### config.mk
export PLATFORM = sky130hd
export DESIGN_NAME = mss_sequencer
export DESIGN_NICKNAME = d
export VERILOG_FILES = /design/src/hw/mss_pkg.sv /design/src/hw/mss_sequencer.sv /design/src/hw/mss_debounce.sv
export VERILOG_INCLUDE_DIRS = /design/src /design/src/hw
export SDC_FILE = /design/constraint.sdc
export NUM_CORES = 1
export LEC_CHECK = 0
export ABC_CLOCK_PERIOD_IN_PS = 6740
export BUFFER_PORTS_ARGS = -buffer_cell sky130_fd_sc_hd__buf_2
export CORE_MARGIN = 2
export CORE_UTILIZATION = 60
export DETAILED_ROUTE_END_ITERATION = 8
export PLACE_DENSITY = 0.74
export REMOVE_ABC_BUFFERS = 1
export SYNTH_ARGS = -nofsm -noshare
export SYNTH_HDL_FRONTEND = slang
export SYNTH_HIERARCHICAL = 1
export SYNTH_SLANG_ARGS = --single-unit
### constraint.sdc
create_clock -name core_clk -period 6.74 [get_ports core_clk]
set_input_delay 1.348 -clock core_clk [delete_from_list [all_inputs] [get_ports core_clk]]
set_output_delay 1.348 -clock core_clk [all_outputs]
set_load 0.02 [all_outputs]
### src/hw/mss_consts.svh
`ifndef MSS_CONSTS_SVH
`define MSS_CONSTS_SVH
// Summary of operation
// - After power-up the sequencer settles in ready-to-start and waits for switch-on.
// - ON from a ready state enters S3, which waits for operation enable.
// - OFF1 ramps the motor down, de-energises at standstill, returns to ready.
// - OFF2 de-energises the motor at once and lets it coast.
// - OFF3 ramps down with the quick-stop time, de-energises at standstill.
// - Dropping operation enable de-energises, except in S52; raising it energises the motor.
// - S1 ignores ON; entered when ON is high at power-up, or on OFF2/OFF3.
// - With automatic start, ON held after power-up does not force S1.
// - The motor can only be switched on after passing through S2.
// - S3 keeps the motor off until operation enable is asserted.
// - S4 means the motor is energised and running.
// - S51 follows OFF1 and decelerates with the normal ramp time.
// - S52 follows OFF3 and decelerates with the quick-stop time.
// - Inputs 0 to 5 are mirrored into the status word; each command except OFF1, which is the inverse of ON, selects a bit.
// - A configurable debounce filter sits before the status bits.
// - The two analog inputs appear as status bits 11 and 12, routable anywhere.

// Register offsets.
`define MSS_ADDR_STATUS 4'h0
`define MSS_ADDR_ON_SEL 4'h1
`define MSS_ADDR_OFF2_SEL 4'h2
`define MSS_ADDR_OFF3_SEL 4'h3
`define MSS_ADDR_ENA_SEL 4'h4
`define MSS_ADDR_ACK_SEL 4'h5
`define MSS_ADDR_DEBOUNCE 4'h6
`define MSS_ADDR_CTRL 4'h7
`define MSS_ADDR_STATE 4'h8
`define MSS_ADDR_RAMP_NORM 4'h9
`define MSS_ADDR_RAMP_QUICK 4'hA

// Field positions.
`define MSS_CTRL_AUTOSTART 0
`define MSS_SEL_INVERT 4
`define MSS_AI0_BIT 11
`define MSS_AI1_BIT 12

// Reset values.
`define MSS_ON_SEL_RST 5'h00
`define MSS_OFF2_SEL_RST 5'h1F
`define MSS_OFF3_SEL_RST 5'h1F
`define MSS_ENA_SEL_RST 5'h1F
`define MSS_ACK_SEL_RST 5'h02
`define MSS_DEBOUNCE_RST 16'h0000
`define MSS_RAMP_NORM_RST 16'h0064
`define MSS_RAMP_QUICK_RST 16'h000A

// Period of the ramp timebase tick in microseconds and its cycle count at the core clock.
`define MSS_CLK_MHZ 10
`define MSS_RAMP_TICK_US 100
`define MSS_RAMP_TICK_CYC (`MSS_RAMP_TICK_US * `MSS_CLK_MHZ)
`endif

### src/hw/mss_pkg.sv
package mss_pkg;
   typedef enum logic [2:0] {
      MSS_S1_INHIBIT,
      MSS_S2_READY,
      MSS_S3_WAIT_ENA,
      MSS_S4_RUN,
      MSS_S51_RAMP_DOWN,
      MSS_S52_QUICK_STOP
   } mss_state_e;
   typedef logic [15:0] mss_word_t;
   typedef logic [4:0] mss_sel_t;
endpackage : mss_pkg

### src/hw/mss_sequencer.sv
// The strobed register port and the placing of the registers were chosen for this implementation.
`timescale 1ns/100ps
`include "mss_consts.svh"
module mss_sequencer #(
   parameter int NUM_DI = 6,
   parameter int SPEED_W = 16
) (
   input wire logic core_clk,
   input wire logic rst_b,
   input wire logic [NUM_DI-1:0] dig_in,
   input wire logic [1:0] ana_dig_in,
   input wire logic [SPEED_W-1:0] speed_setpoint,
   input wire logic [3:0] reg_addr,
   input wire logic [15:0] reg_wdata,
   input wire logic reg_wr,
   input wire logic reg_rd,
   output logic [15:0] reg_rdata,
   output logic motor_energised,
   output logic [SPEED_W-1:0] speed_ref,
   output mss_pkg::mss_state_e drive_state,
   output logic off2_active,
   output logic off3_active,
   output logic switch_on_inhibited,
   output logic fault_ack
);
   import mss_pkg::*;

   mss_word_t digital_input_status_word;
   mss_sel_t on_sel;
   mss_sel_t off2_sel;
   mss_sel_t off3_sel;
   mss_sel_t ena_sel;
   mss_sel_t fault_ack_source_select;
   mss_word_t input_debounce_setting;
   mss_word_t ramp_norm;
   mss_word_t ramp_quick;
   logic autostart;
   logic [7:0] raw_bits;
   logic [7:0] clean_bits;
   logic cmd_on;
   logic cmd_off1;
   logic cmd_off2;
   logic cmd_off3;
   logic cmd_ena;
   logic cmd_ack;
   logic first_cycle;
   logic settling;
   logic [1:0] start_cnt;
   logic standstill;
   mss_state_e state;
   mss_state_e next_state;
   logic [15:0] tick_cnt;
   logic tick;
   logic [15:0] step_cnt;

   assign raw_bits = {ana_dig_in, dig_in};

   mss_debounce #(.WIDTH(8), .CNT_W(16)) u_debounce (
      .core_clk(core_clk),
      .rst_b(rst_b),
      .hold_cycles(input_debounce_setting),
      .raw_in(raw_bits),
      .clean_out(clean_bits)
   );

   // Mirrors the filtered inputs into the status word.
   always_ff @(posedge core_clk or negedge rst_b) begin
      if (!rst_b) begin
         digital_input_status_word <= 16'h0000;
      end else begin
         digital_input_status_word <= 16'h0000;
         digital_input_status_word[NUM_DI-1:0] <= clean_bits[NUM_DI-1:0];
         digital_input_status_word[`MSS_AI0_BIT] <= clean_bits[6];
         digital_input_status_word[`MSS_AI1_BIT] <= clean_bits[7];
      end
   end

   // A selector picks a status bit; bit 4 inverts it, so 5'h1F selects constant one.
   function automatic logic pick(input mss_sel_t sel, input mss_word_t word);
      logic v;
      v = word[sel[3:0]];
      pick = v ^ sel[`MSS_SEL_INVERT];
   endfunction : pick

   assign cmd_on = pick(on_sel, digital_input_status_word);
   assign cmd_off1 = ~cmd_on;
   // OFF2 and OFF3 are active low, the usual fail-safe sense; enable is active high.
   assign cmd_off2 = ~pick(off2_sel, digital_input_status_word);
   assign cmd_off3 = ~pick(off3_sel, digital_input_status_word);
   assign cmd_ena = pick(ena_sel, digital_input_status_word);
   assign cmd_ack = pick(fault_ack_source_select, digital_input_status_word);

   // Register writes.
   always_ff @(posedge core_clk or negedge rst_b) begin
      if (!rst_b) begin
         on_sel <= `MSS_ON_SEL_RST;
         off2_sel <= `MSS_OFF2_SEL_RST;
         off3_sel <= `MSS_OFF3_SEL_RST;
         ena_sel <= `MSS_ENA_SEL_RST;
         fault_ack_source_select <= `MSS_ACK_SEL_RST;
         input_debounce_setting <= `MSS_DEBOUNCE_RST;
         ramp_norm <= `MSS_RAMP_NORM_RST;
         ramp_quick <= `MSS_RAMP_QUICK_RST;
         autostart <= 1'b0;
      end else if (reg_wr) begin
         unique case (reg_addr)
            `MSS_ADDR_ON_SEL: on_sel <= reg_wdata[4:0];
            `MSS_ADDR_OFF2_SEL: off2_sel <= reg_wdata[4:0];
            `MSS_ADDR_OFF3_SEL: off3_sel <= reg_wdata[4:0];
            `MSS_ADDR_ENA_SEL: ena_sel <= reg_wdata[4:0];
            `MSS_ADDR_ACK_SEL: fault_ack_source_select <= reg_wdata[4:0];
            `MSS_ADDR_DEBOUNCE: input_debounce_setting <= reg_wdata;
            `MSS_ADDR_CTRL: autostart <= reg_wdata[`MSS_CTRL_AUTOSTART];
            `MSS_ADDR_RAMP_NORM: ramp_norm <= reg_wdata;
            `MSS_ADDR_RAMP_QUICK: ramp_quick <= reg_wdata;
            default: begin
            end
         endcase
      end
   end

   // Register reads; unmapped addresses read zero.
   always_ff @(posedge core_clk or negedge rst_b) begin
      if (!rst_b) begin
         reg_rdata <= 16'h0000;
      end else if (reg_rd) begin
         unique case (reg_addr)
            `MSS_ADDR_STATUS: reg_rdata <= digital_input_status_word;
            `MSS_ADDR_ON_SEL: reg_rdata <= {11'h000, on_sel};
            `MSS_ADDR_OFF2_SEL: reg_rdata <= {11'h000, off2_sel};
            `MSS_ADDR_OFF3_SEL: reg_rdata <= {11'h000, off3_sel};
            `MSS_ADDR_ENA_SEL: reg_rdata <= {11'h000, ena_sel};
            `MSS_ADDR_ACK_SEL: reg_rdata <= {11'h000, fault_ack_source_select};
            `MSS_ADDR_DEBOUNCE: reg_rdata <= input_debounce_setting;
            `MSS_ADDR_CTRL: reg_rdata <= {15'h0000, autostart};
            `MSS_ADDR_STATE: reg_rdata <= {13'h0000, state};
            `MSS_ADDR_RAMP_NORM: reg_rdata <= ramp_norm;
            `MSS_ADDR_RAMP_QUICK: reg_rdata <= ramp_quick;
            default: reg_rdata <= 16'h0000;
         endcase
      end else begin
         reg_rdata <= 16'h0000;
      end
   end

   // Ramp step timebase.
   always_ff @(posedge core_clk or negedge rst_b) begin
      if (!rst_b) begin
         tick_cnt <= 16'h0000;
         tick <= 1'b0;
      end else if (tick_cnt == 16'(`MSS_RAMP_TICK_CYC - 1)) begin
         tick_cnt <= 16'h0000;
         tick <= 1'b1;
      end else begin
         tick_cnt <= tick_cnt + 16'h0001;
         tick <= 1'b0;
      end
   end

   assign standstill = (speed_ref == '0);

   // Two clocks let the inputs reach the status word; the third decides S1 or S2 from ON.
   always_ff @(posedge core_clk or negedge rst_b) begin
      if (!rst_b) begin
         start_cnt <= 2'h0;
      end else if (start_cnt != 2'h3) begin
         start_cnt <= start_cnt + 2'h1;
      end
   end

   assign settling = (start_cnt < 2'h2);
   assign first_cycle = (start_cnt == 2'h2);

   always_comb begin
      next_state = state;
      if (settling) begin
         next_state = state;
      end else if (cmd_off2) begin
         next_state = MSS_S1_INHIBIT;
      end else if (first_cycle) begin
         if (cmd_on && !autostart) begin
            next_state = MSS_S1_INHIBIT;
         end else begin
            next_state = MSS_S2_READY;
         end
      end else begin
         unique case (state)
            MSS_S1_INHIBIT: begin
               if (!cmd_on && !cmd_off3) begin
                  next_state = MSS_S2_READY;
               end
            end
            MSS_S2_READY: begin
               if (cmd_off3) begin
                  next_state = MSS_S1_INHIBIT;
               end else if (cmd_on) begin
                  next_state = MSS_S3_WAIT_ENA;
               end
            end
            MSS_S3_WAIT_ENA: begin
               if (cmd_off3) begin
                  next_state = MSS_S1_INHIBIT;
               end else if (cmd_off1) begin
                  next_state = MSS_S2_READY;
               end else if (cmd_ena) begin
                  next_state = MSS_S4_RUN;
               end
            end
            MSS_S4_RUN: begin
               if (cmd_off3) begin
                  next_state = MSS_S52_QUICK_STOP;
               end else if (cmd_off1) begin
                  next_state = MSS_S51_RAMP_DOWN;
               end else if (!cmd_ena) begin
                  next_state = MSS_S3_WAIT_ENA;
               end
            end
            MSS_S51_RAMP_DOWN: begin
               if (cmd_off3) begin
                  next_state = MSS_S52_QUICK_STOP;
               end else if (!cmd_ena) begin
                  next_state = MSS_S3_WAIT_ENA;
               end else if (standstill) begin
                  next_state = MSS_S2_READY;
               end
            end
            MSS_S52_QUICK_STOP: begin
               if (standstill) begin
                  next_state = MSS_S1_INHIBIT;
               end
            end
         endcase
      end
   end

   always_ff @(posedge core_clk or negedge rst_b) begin
      if (!rst_b) begin
         state <= MSS_S2_READY;
      end else begin
         state <= next_state;
      end
   end

   // Speed reference: follows the setpoint in S4, ramps to zero in S51/S52, else zero.
   always_ff @(posedge core_clk or negedge rst_b) begin
      if (!rst_b) begin
         step_cnt <= 16'h0000;
         speed_ref <= '0;
      end else if (next_state == MSS_S4_RUN) begin
         step_cnt <= 16'h0000;
         speed_ref <= speed_setpoint;
      end else if (next_state == MSS_S51_RAMP_DOWN || next_state == MSS_S52_QUICK_STOP) begin
         if (tick) begin
            if (step_cnt == 16'h0000) begin
               step_cnt <= (next_state == MSS_S52_QUICK_STOP) ? ramp_quick : ramp_norm;
               if (speed_ref != '0) begin
                  speed_ref <= speed_ref - 1'b1;
               end
            end else begin
               step_cnt <= step_cnt - 16'h0001;
            end
         end
      end else begin
         step_cnt <= 16'h0000;
         speed_ref <= '0;
      end
   end

   // Status outputs.
   always_ff @(posedge core_clk or negedge rst_b) begin
      if (!rst_b) begin
         motor_energised <= 1'b0;
         drive_state <= MSS_S2_READY;
         off2_active <= 1'b0;
         off3_active <= 1'b0;
         switch_on_inhibited <= 1'b0;
         fault_ack <= 1'b0;
      end else begin
         motor_energised <= (next_state == MSS_S4_RUN) || (next_state == MSS_S51_RAMP_DOWN) ||
                            (next_state == MSS_S52_QUICK_STOP);
         drive_state <= next_state;
         off2_active <= cmd_off2;
         off3_active <= cmd_off3 && !cmd_off2;
         switch_on_inhibited <= (next_state == MSS_S1_INHIBIT);
         fault_ack <= cmd_ack;
      end
   end
endmodule : mss_sequencer

### src/hw/mss_debounce.sv
`timescale 1ns/100ps
module mss_debounce #(
   parameter int WIDTH = 8,
   parameter int CNT_W = 16
) (
   input wire logic core_clk,
   input wire logic rst_b,
   input wire logic [CNT_W-1:0] hold_cycles,
   input wire logic [WIDTH-1:0] raw_in,
   output logic [WIDTH-1:0] clean_out
);
   // Each input is accepted only after it has stayed at its new level for hold_cycles + 1 clocks.
   genvar gi;
   generate
      for (gi = 0; gi < WIDTH; gi++) begin : g_chan
         logic [CNT_W-1:0] cnt;
         always_ff @(posedge core_clk or negedge rst_b) begin
            if (!rst_b) begin
               cnt <= '0;
               clean_out[gi] <= 1'b0;
            end else if (raw_in[gi] == clean_out[gi]) begin
               cnt <= '0;
            end else if (cnt >= hold_cycles) begin
               cnt <= '0;
               clean_out[gi] <= raw_in[gi];
            end else begin
               cnt <= cnt + 1'b1;
            end
         end
      end
   endgenerate
endmodule : mss_debounce

==> impl_metrics.csv, run 1 <==
group,metric,value,unit
sta,fmax,246,MHz
clock_tree,cts_setup_buffers,0,
clock_tree,clkLatencyLatePin,0.51,ns
yosys,async_flop_share,1.00,
worst_setup_path,critical_path_buf_inv_count,0,
floorplan,core,28500,sq um
sta,finalCritPeriodShare,0.603,
worst_setup_path,cp_top_family,"compound AO/OA/AOI/OAI gates",
yosys,yosysUniqueCellTypes,82,
finish,fin_cells,2197,
power_and_ir_drop,p_total,5.98,mW
status,outcome,"finished, final reports clean",
worst_setup_path,critPathKind,"reg -> reg",
sta,fin_crit,4.06,ns
worst_setup_path,rr_startpoint,"ena_sel[0]",
sta,slew_headroom,0.181,
finish,drive_gt1_frac,0.156,
drt,wl_per_cell,19.3,microns
sta,worst_pin_slew,1.23,ns
sta,rsz0062_at_grt,"no",
finish,layout_commonest_cell,"dfrtp_1",
drt,dr.pass1.iters,9,
finish,fin_area,19100,sq um
worst_setup_path,critPathMaxFanout,17,
yosys,ys_ff_latch,293,
yosys,synth_area,17300,sq um
drt,remaining_drc_errors,0,
finish,layout_common_cells,"dfrtp_1 (271), nor2_1 (203), ha_1 (142)",
clock_tree,holdBufCountCts,0,
clock_tree,path_clk_slew,0.06,ns
place,dpl.cell_count,2137,
worst_setup_path,setup.worst_path.start,"ena_sel[0]",
worst_setup_path,r2r_cells,10,
finish,nets,1979,
clock_tree,ctsRootBufferMaster,"clkbuf_16",
sta,hold_viol,0,
sta,report.final.slew_viol_count,0,
place,placed_cell_area,18000,sq um
place,dp_hpwl,28700,microns
worst_setup_path,endpoint_kind,"flop",
global_route,grt_max_degree,115,
clock_tree,cts_tree,"built",
yosys,yosysWarnings,6,
drt,first_iter_violations,1472,
yosys,avgSynthCellArea,10.1,sq um
power_and_ir_drop,p_leak,8.83,nW
clock_tree,cts-resized-gates,0,
floorplan,fp.dieH,174,microns
clock_tree,numCtsBuffers,34,
sta,worst_clock_skew,0.0186,ns
run,drv_cap,0,
floorplan,fp.dieW,174,microns
power_and_ir_drop,powerDensity,314,nW/um^2
floorplan,start_util,0.605,
floorplan,io-pin-count,88,
sta,timing.hold.ws,0.420,ns
place,place.gp.congestion,0.966,
drt,routed_via_density,6.26,
worst_setup_path,critical_path_depth,10,
drt,drtAntennaViolNets,0,
worst_setup_path,max_stage_delay,0.75,ns
global_route,grt.total_usage,0.283,
yosys,synth_edf_count,0,
global_route,grt_first_pass_wirelength,69100,microns
global_route,first_global_vias,13500,
place,numPortBuffers,87,
finish,final_util,0.669,
clock_tree,htree_levels,2,
power_and_ir_drop,vdd.ir_drop.worst,0.159,mV
drt,num_vias,13800,
worst_setup_path,path_common_cell,"a22oi_1",
worst_hold_path,hold_path.class,"reg -> reg",
yosys,synthCells,1713,
worst_hold_path,hold_start,"u_debounce/clean_out[4]",
drt,wl,42300,microns
clock_tree,cts_buffer_depth,3,
floorplan,die_area,30100,sq um
worst_setup_path,cp_slowest_cell,"o221ai_2",
yosys,synthFlopType,"dfrtp_1",
global_route,grt-ovfl-total,0,
finish,fill_cells,2263,
yosys,yosysSeqAreaShare,0.426,
worst_setup_path,arrival,4.49,ns
worst_hold_path,whs_path_depth,0,
sta,setup_viol,0,
global_route,grt_antenna_before_repair,1,
finish,syn_to_final_growth,10.6,%
clock_tree,cts.sinks,293,
sta,tns,0,ns
worst_setup_path,cp-start-kind,"flop",
sta,worst_slack,2.68,ns
place,preCtsSetupSlack,2.73,ns
worst_setup_path,crit_required,7.17,ns
floorplan,core.rowCount,62,
worst_setup_path,crit_chain,"mux2_2 -> a22oi_1 -> a32o_1 -> o22ai_1 -> a311o_1 -> o211a_1 -> o221ai_2 -> and3_1 -> a22oi_1 -> a21oi_1",
flip-flops by register name, indices dropped and copies added (netlist names), 2 cells and up:
| register | count |
|---|---|
| digital_input_status_word | 8 |
| drive_state | 3 |
| ena_sel | 5 |
| fault_ack_source_select | 5 |
| input_debounce_setting | 16 |
| off2_sel | 5 |
| off3_sel | 5 |
| on_sel | 5 |
| ramp_norm | 16 |
| ramp_quick | 16 |
| reg_rdata | 16 |
| speed_ref | 16 |
| start_cnt | 2 |
| step_cnt | 16 |
| tick_cnt | 16 |
| u_debounce/clean_out | 8 |
| u_debounce/g_chan.cnt | 128 |
area by class of cell:
class,instances,area [sq um],area share
Antenna cell,1,2.50,0.000131
Clock buffer,46,967,0.0507
Clock inverter,13,153,0.00800
Inverter,64,240,0.0126
Multi-Input combinational cell,1304,9390,0.492
Sequential cell,293,7360,0.386
Tap cell,384,480,0.0252
Timing Repair Buffer,92,495,0.0260
final timing paths:
check,endpoint,slack [ns]
max,speed_ref[14],2.68
min,digital_input_status_word[4],0.42
max reg2reg,speed_ref[14],2.68
min reg2reg,digital_input_status_word[4],0.42
max in group asynchronous,u_debounce/g_chan[2].cnt[8],4.43
min in group asynchronous,speed_ref[8],0.88
synthesized netlist by cell type, drive strengths merged (41+ instances only):
| cell | instances | area share |
|---|---|---|
| nand3 | 64 | 0.019 |
| dfrtp | 271 | 0.39 |
| inv | 61 | 0.013 |
| o21ai | 51 | 0.015 |
| xor2 | 94 | 0.048 |
| ha | 142 | 0.10 |
| nand2 | 113 | 0.025 |
| a21oi | 85 | 0.025 |
| xnor2 | 44 | 0.022 |
| nor3 | 64 | 0.019 |
| nand4 | 41 | 0.015 |
| mux2 | 95 | 0.062 |
| nor2 | 204 | 0.045 |
metal layers:
metal	track usage	wire, microns
met1	0.372	17900
met2	0.463	19900
met3	0.0531	2870
met4	0.119	1710
met5	0	0
logic make-up (layout without fill, tap and decap cells):
family | Yosys count | count (layout) | synth area share
multiplexers | 124 | 124 | 0.0810
XOR/XNOR | 138 | 138 | 0.0700
other | 0 | 1 | 0
buffers and inverters | 116 | 215 | 0.0295
adder cells (fa/ha/maj) | 142 | 142 | 0.103
flip-flops | 293 | 293 | 0.426
AO/OA/AOI/OAI | 281 | 281 | 0.114
AND/OR/NAND/NOR | 619 | 619 | 0.177
power by group:
part           internal, mW  switching, mW  total, mW
Combinational         0.694           1.07       1.76
Sequential             2.03          0.353       2.38
Clock                  1.12          0.717       1.84
Total                  3.85           2.14       5.98
Note: power is estimated with default switching activity, not from simulation.
==> run 2, diff against run 1 <==
- ABC_CLOCK_PERIOD_IN_PS: 6740 -> 3500
- CORE_UTILIZATION: 60 -> 56
- PLACE_DENSITY: 0.74 -> 0.73
- clock period: 6.74 -> 3.5 ns (I/O delays scaled with it)
==> impl_metrics.csv, run 2 (synthesis results as in run 1) <==
group,metric,value,unit
finish,regMostFlops,"u_debounce/g_chan.cnt",
clock_tree,cts_buffer_depth,3,
run,drv_cap,0,
floorplan,core.rowCount,64,
worst_setup_path,setup.worst_path.start,"off2_sel[0]",
place,numPortBuffers,87,
place,dp_hpwl,29500,microns
global_route,grt_first_pass_wirelength,69200,microns
clock_tree,path_clk_slew,0.06,ns
drt,wl_per_cell,19.2,microns
worst_setup_path,critPathKind,"reg -> reg",
finish,drive_gt1_frac,0.169,
sta,fmax,294,MHz
worst_setup_path,r2r_cells,10,
clock_tree,holdBufCountCts,0,
finish,fill_cells,2432,
finish,fin_cells,2227,
drt,dr.pass1.iters,5,
global_route,grt-ovfl-total,0,
worst_setup_path,rr_endpoint,"step_cnt[7]",
global_route,grt.total_usage,0.261,
floorplan,start_util,0.566,
floorplan,core,30500,sq um
worst_setup_path,r2r_slack,0.1,ns
place,dpl.cell_count,2168,
worst_setup_path,cp-start-kind,"flop",
worst_hold_path,hold_path.class,"in -> async",
clock_tree,numCtsBuffers,35,
worst_setup_path,crit_required,3.94,ns
sta,worst_clock_skew,0.0169,ns
sta,finalCritPeriodShare,0.972,
power_and_ir_drop,vdd.ir_drop.worst,0.372,mV
clock_tree,htree_levels,2,
sta,slew_headroom,0.453,
clock_tree,clkLatencyLatePin,0.51,ns
worst_setup_path,rr_startpoint,"off2_sel[0]",
drt,remaining_drc_errors,0,
place,place.gp.congestion,0.888,
finish,largest_register_ffs,128,
drt,routed_via_density,6.15,
finish,layout_commonest_cell,"dfrtp_1",
clock_tree,cts.sinks,293,
floorplan,fp.dieW,180,microns
global_route,first_global_vias,13300,
place,preCtsSetupSlack,0.00155,ns
sta,worst_pin_slew,0.818,ns
finish,layout_common_cells,"dfrtp_1 (271), nor2_1 (203), ha_1 (142)",
status,outcome,"finished, final reports clean",
floorplan,die_area,32200,sq um
floorplan,fp.dieH,180,microns
clock_tree,cts_tree,"built",
finish,syn_to_final_growth,12.2,%
worst_setup_path,endpoint_kind,"flop",
sta,report.final.slew_viol_count,0,
sta,fin_crit,3.40,ns
clock_tree,ctsRootBufferMaster,"clkbuf_16",
finish,nets,2000,
drt,drtAntennaViolNets,0,
floorplan,io-pin-count,88,
sta,tns,0,ns
power_and_ir_drop,powerDensity,608,nW/um^2
finish,final_util,0.635,
place,placed_cell_area,18100,sq um
worst_setup_path,arrival,3.84,ns
drt,num_vias,13700,
sta,worst_slack,0.0991,ns
sta,hold_viol,0,
finish,fin_area,19400,sq um
finish,n_antenna_cell,0,
sta,timing.hold.ws,0.202,ns
global_route,grt_max_degree,99,
power_and_ir_drop,p_leak,8.96,nW
global_route,grt_antenna_before_repair,3,
drt,wl,42800,microns
worst_setup_path,critPathMaxFanout,16,
sta,setup_viol,0,
power_and_ir_drop,p_total,11.8,mW
drt,first_iter_violations,959,
run 2: what timing repair did:
action / in CTS / in global routing
gates resized for setup: 1 / 6
buffers inserted: 0 / 1
endpoints found under the setup margin: 2 / 24
pin swaps: 0 / 1
run 2: where the power goes:
| part | internal, mW | total (mW) | switching [mW] |
|---|---|---|---|
| Sequential | 3.91 | 4.58 | 0.668 |
| Clock | 2.28 | 3.67 | 1.39 |
| Combinational | 1.43 | 3.52 | 2.09 |
run 2: critical path, stage by stage, from the launching register on:
cell and delay (ns):
dfstp_2 0.58, mux4_2 0.53, a221o_1 0.40, a221oi_4 0.29, or3_4 0.19, nor2_1 0.04, a221o_1 0.38, or2_4 0.31
buf_4 0.21, a311o_1 0.28, a21oi_1 0.12
run 2: worst max path at each step:
stage	slack, ns	end	cells after the start
after floorplan	-0.32	step_cnt[2]	10
after global placement	0.09	step_cnt[7]	10
after detailed placement	0.002	speed_ref[7]	10
after CTS	0.05	speed_ref[7]	10
after global routing	-0.001	step_cnt[12]	10
final	0.1	step_cnt[7]	10
run 2: layout make-up:
class,instances,area [sq um],share of cell area
clock inverter,10,134,0.00691
multi-input combinational,1304,9430,0.487
sequential,293,7360,0.380
inverter,64,240,0.0124
tap,396,495,0.0256
clock buffer,48,1040,0.0536
timing repair buffer,112,671,0.0346
run 2: routing by layer:
metal | routed length (microns) | GRT usage | vias up
li1 | - | - | 6438
met1 | 18600 | 0.350 | 6719
met2 | 19800 | 0.416 | 423
met3 | 3070 | 0.0612 | 101
met4 | 1420 | 0.0933 | 4
met5 | 22 | 0 | -
==> run 3, diff against run 2 <==
- CELL_PAD_IN_SITES_DETAIL_PLACEMENT: unset -> 1
- CELL_PAD_IN_SITES_GLOBAL_PLACEMENT: unset -> 1
- CORE_MARGIN: 2 -> unset
- CORE_UTILIZATION: 56 -> 45
- PLACE_DENSITY: 0.73 -> 0.74
==> impl_metrics.csv, run 3 (synthesis results as in run 1) <==
group,metric,value,unit
finish,layout_common_cells,"dfrtp_1 (271), nor2_1 (203), ha_1 (142)",
place,dp_hpwl,34500,microns
place,place.gp.congestion,0.890,
global_route,grt_antenna_before_repair,2,
clock_tree,cts.sinks,293,
finish,syn_to_final_growth,13.7,%
drt,wl_per_cell,21.1,microns
floorplan,io-pin-count,88,
sta,report.final.slew_viol_count,0,
worst_setup_path,cp-start-kind,"flop",
drt,routed.top_layer,"met5",
global_route,grt.total_usage,0.263,
finish,nets,2012,
clock_tree,numCtsBuffers,36,
sta,finalCritPeriodShare,0.972,
sta,worst_clock_skew,0.0170,ns
drt,remaining_drc_errors,0,
worst_setup_path,critPathMaxFanout,12,
worst_setup_path,arrival,3.89,ns
drt,routed_via_density,5.89,
clock_tree,clkLatencyLatePin,0.55,ns
sta,rsz0062_at_grt,"yes",
drt,drtAntennaViolNets,0,
finish,n_antenna_cell,0,
status,outcome,"finished, final reports clean",
floorplan,fp.dieH,198,microns
sta,fin_crit,3.40,ns
global_route,grt_first_pass_wirelength,80900,microns
drt,met2_wirelength,24200,microns
power_and_ir_drop,seq_power_share,0.382,
global_route,first_global_vias,14800,
sta,tns,0,ns
sta,fmax,294,MHz
drt,num_vias,13900,
place,dpl.cell_count,2295,
drt,first_iter_violations,580,
floorplan,core,37700,sq um
drt,dr.pass1.iters,5,
global_route,grt-ovfl-total,0,
worst_setup_path,critPathKind,"reg -> reg",
clock_tree,cts_setup_buffers,0,
worst_hold_path,hold_path.class,"in -> async",
finish,layout_commonest_cell,"dfrtp_1",
worst_setup_path,crit_required,3.99,ns
worst_setup_path,endpoint_kind,"flop",
power_and_ir_drop,pwr-share-clk,0.307,
sta,hold_viol,0,
power_and_ir_drop,p_sw,4.42,mW
finish,drive_gt1_frac,0.179,
clock_tree,cts_buffer_depth,3,
drt,wl,49800,microns
sta,setup_viol,0,
global_route,grt_max_degree,82,
power_and_ir_drop,power.share.switching,0.369,
finish,fin_cells,2360,
drt,met1_length,21800,microns
clock_tree,cts_tree,"built",
place,numPortBuffers,87,
floorplan,fp.dieW,198,microns
finish,regMostFlops,"u_debounce/g_chan.cnt",
power_and_ir_drop,p_total,12.0,mW
finish,largest_register_ffs,128,
sta,slew_headroom,0.160,
floorplan,die_area,39100,sq um
power_and_ir_drop,p_leak,9.03,nW
worst_setup_path,r2r_cells,10,
power_and_ir_drop,internal_power,7.58,mW
power_and_ir_drop,powerDensity,612,nW/um^2
clock_tree,path_clk_slew,0.06,ns
floorplan,core.rowCount,71,
floorplan,start_util,0.458,
sta,worst_pin_slew,1.26,ns
clock_tree,htree_levels,2,
power_and_ir_drop,combPwrFrac,0.311,
clock_tree,ctsRootBufferMaster,"clkbuf_16",
drt,met3_length,2190,microns
power_and_ir_drop,vdd.ir_drop.worst,0.409,mV
run,drv_cap,0,
clock_tree,holdBufCountCts,0,
## run 3: cell count changes in the layout (fill, tap and decap cells not counted), moves of 2 or more
| cell | change |
|---|---|
| buf_4 | +11 |
| clkbuf_8 | +5 |
| clkinv_2 | +3 |
| bufinv_16 | -3 |
| inv_6 | +2 |
## run 3: final timing paths
kind	start	to	slack [ns]
worst min-delay path	rst_b	speed_ref[6]	0.13
worst max register to register	off2_sel[0]	speed_ref[5]	0.1
max in group asynchronous	rst_b	u_debounce/g_chan[5].cnt[6]	2.45
min in group core_clk	speed_setpoint[4]	speed_ref[4]	0.37
worst min register to register	u_debounce/clean_out[4]	digital_input_status_word[4]	0.42
worst max-delay path	off2_sel[0]	speed_ref[5]	0.1
## run 3: power groups by stage
stage	registers, mW	clock network [mW]	logic [mW]
CTS	4.57	3.80	3.72
finish	4.58	3.69	3.73
detailed placement	4.62	0	3.66
global placement	4.59	0	3.50
global route	4.66	3.92	4.13
floorplan	4.44	0	2.33
## run 3: routing by layer
| metal | vias to the layer above | track usage |
|---|---|---|
| met5 | - | 0 |
| met4 | 2 | 0.0999 |
| met3 | 101 | 0.0410 |
| met2 | 313 | 0.443 |
| met1 | 7026 | 0.340 |
| li1 | 6460 | - |
## run 3: worst max-delay path, stage by stage, from the launching register on
cell and delay, ns:
dfstp_2 0.58, mux4_2 0.53, a221o_1 0.40, a221oi_4 0.32, or3_4 0.20, nor2_1 0.04, a221o_1 0.34, or2_4 0.30
buf_4 0.19, nor4_1 0.29, a221o_1 0.15
## run 3: per-stage QoR
step / hold slack [ns] / setup slack (ns) / cell area (sq um) / utilization
final: 0.133 / 0.0972 / 19600 / 0.521
after global placement: 0.402 / 0.0270 / 18400 / 0.488
after detailed placement: 0.411 / -0.0361 / 18400 / 0.488
after global routing: 0.158 / -0.00106 / 19600 / 0.521
after floorplan: 0.388 / -0.321 / 17000 / -
after CTS: 0.132 / 0.0558 / 19600 / 0.520
## run 3: area by class of cell
cell class	count	area [sq um]
clock buffer	53	1110
fill	4225	18000
timing repair buffer	123	753
sequential	293	7360
clock inverter	12	76.3
inverter	64	240
tap	511	639
multi-input combinational	1304	9450
## run 3: what timing repair did
action | 4_1_cts | 5_1_grt
gates resized for setup | 3 | 7
pin swaps | 0 | 1
setup endpoints to repair | 13 | 27
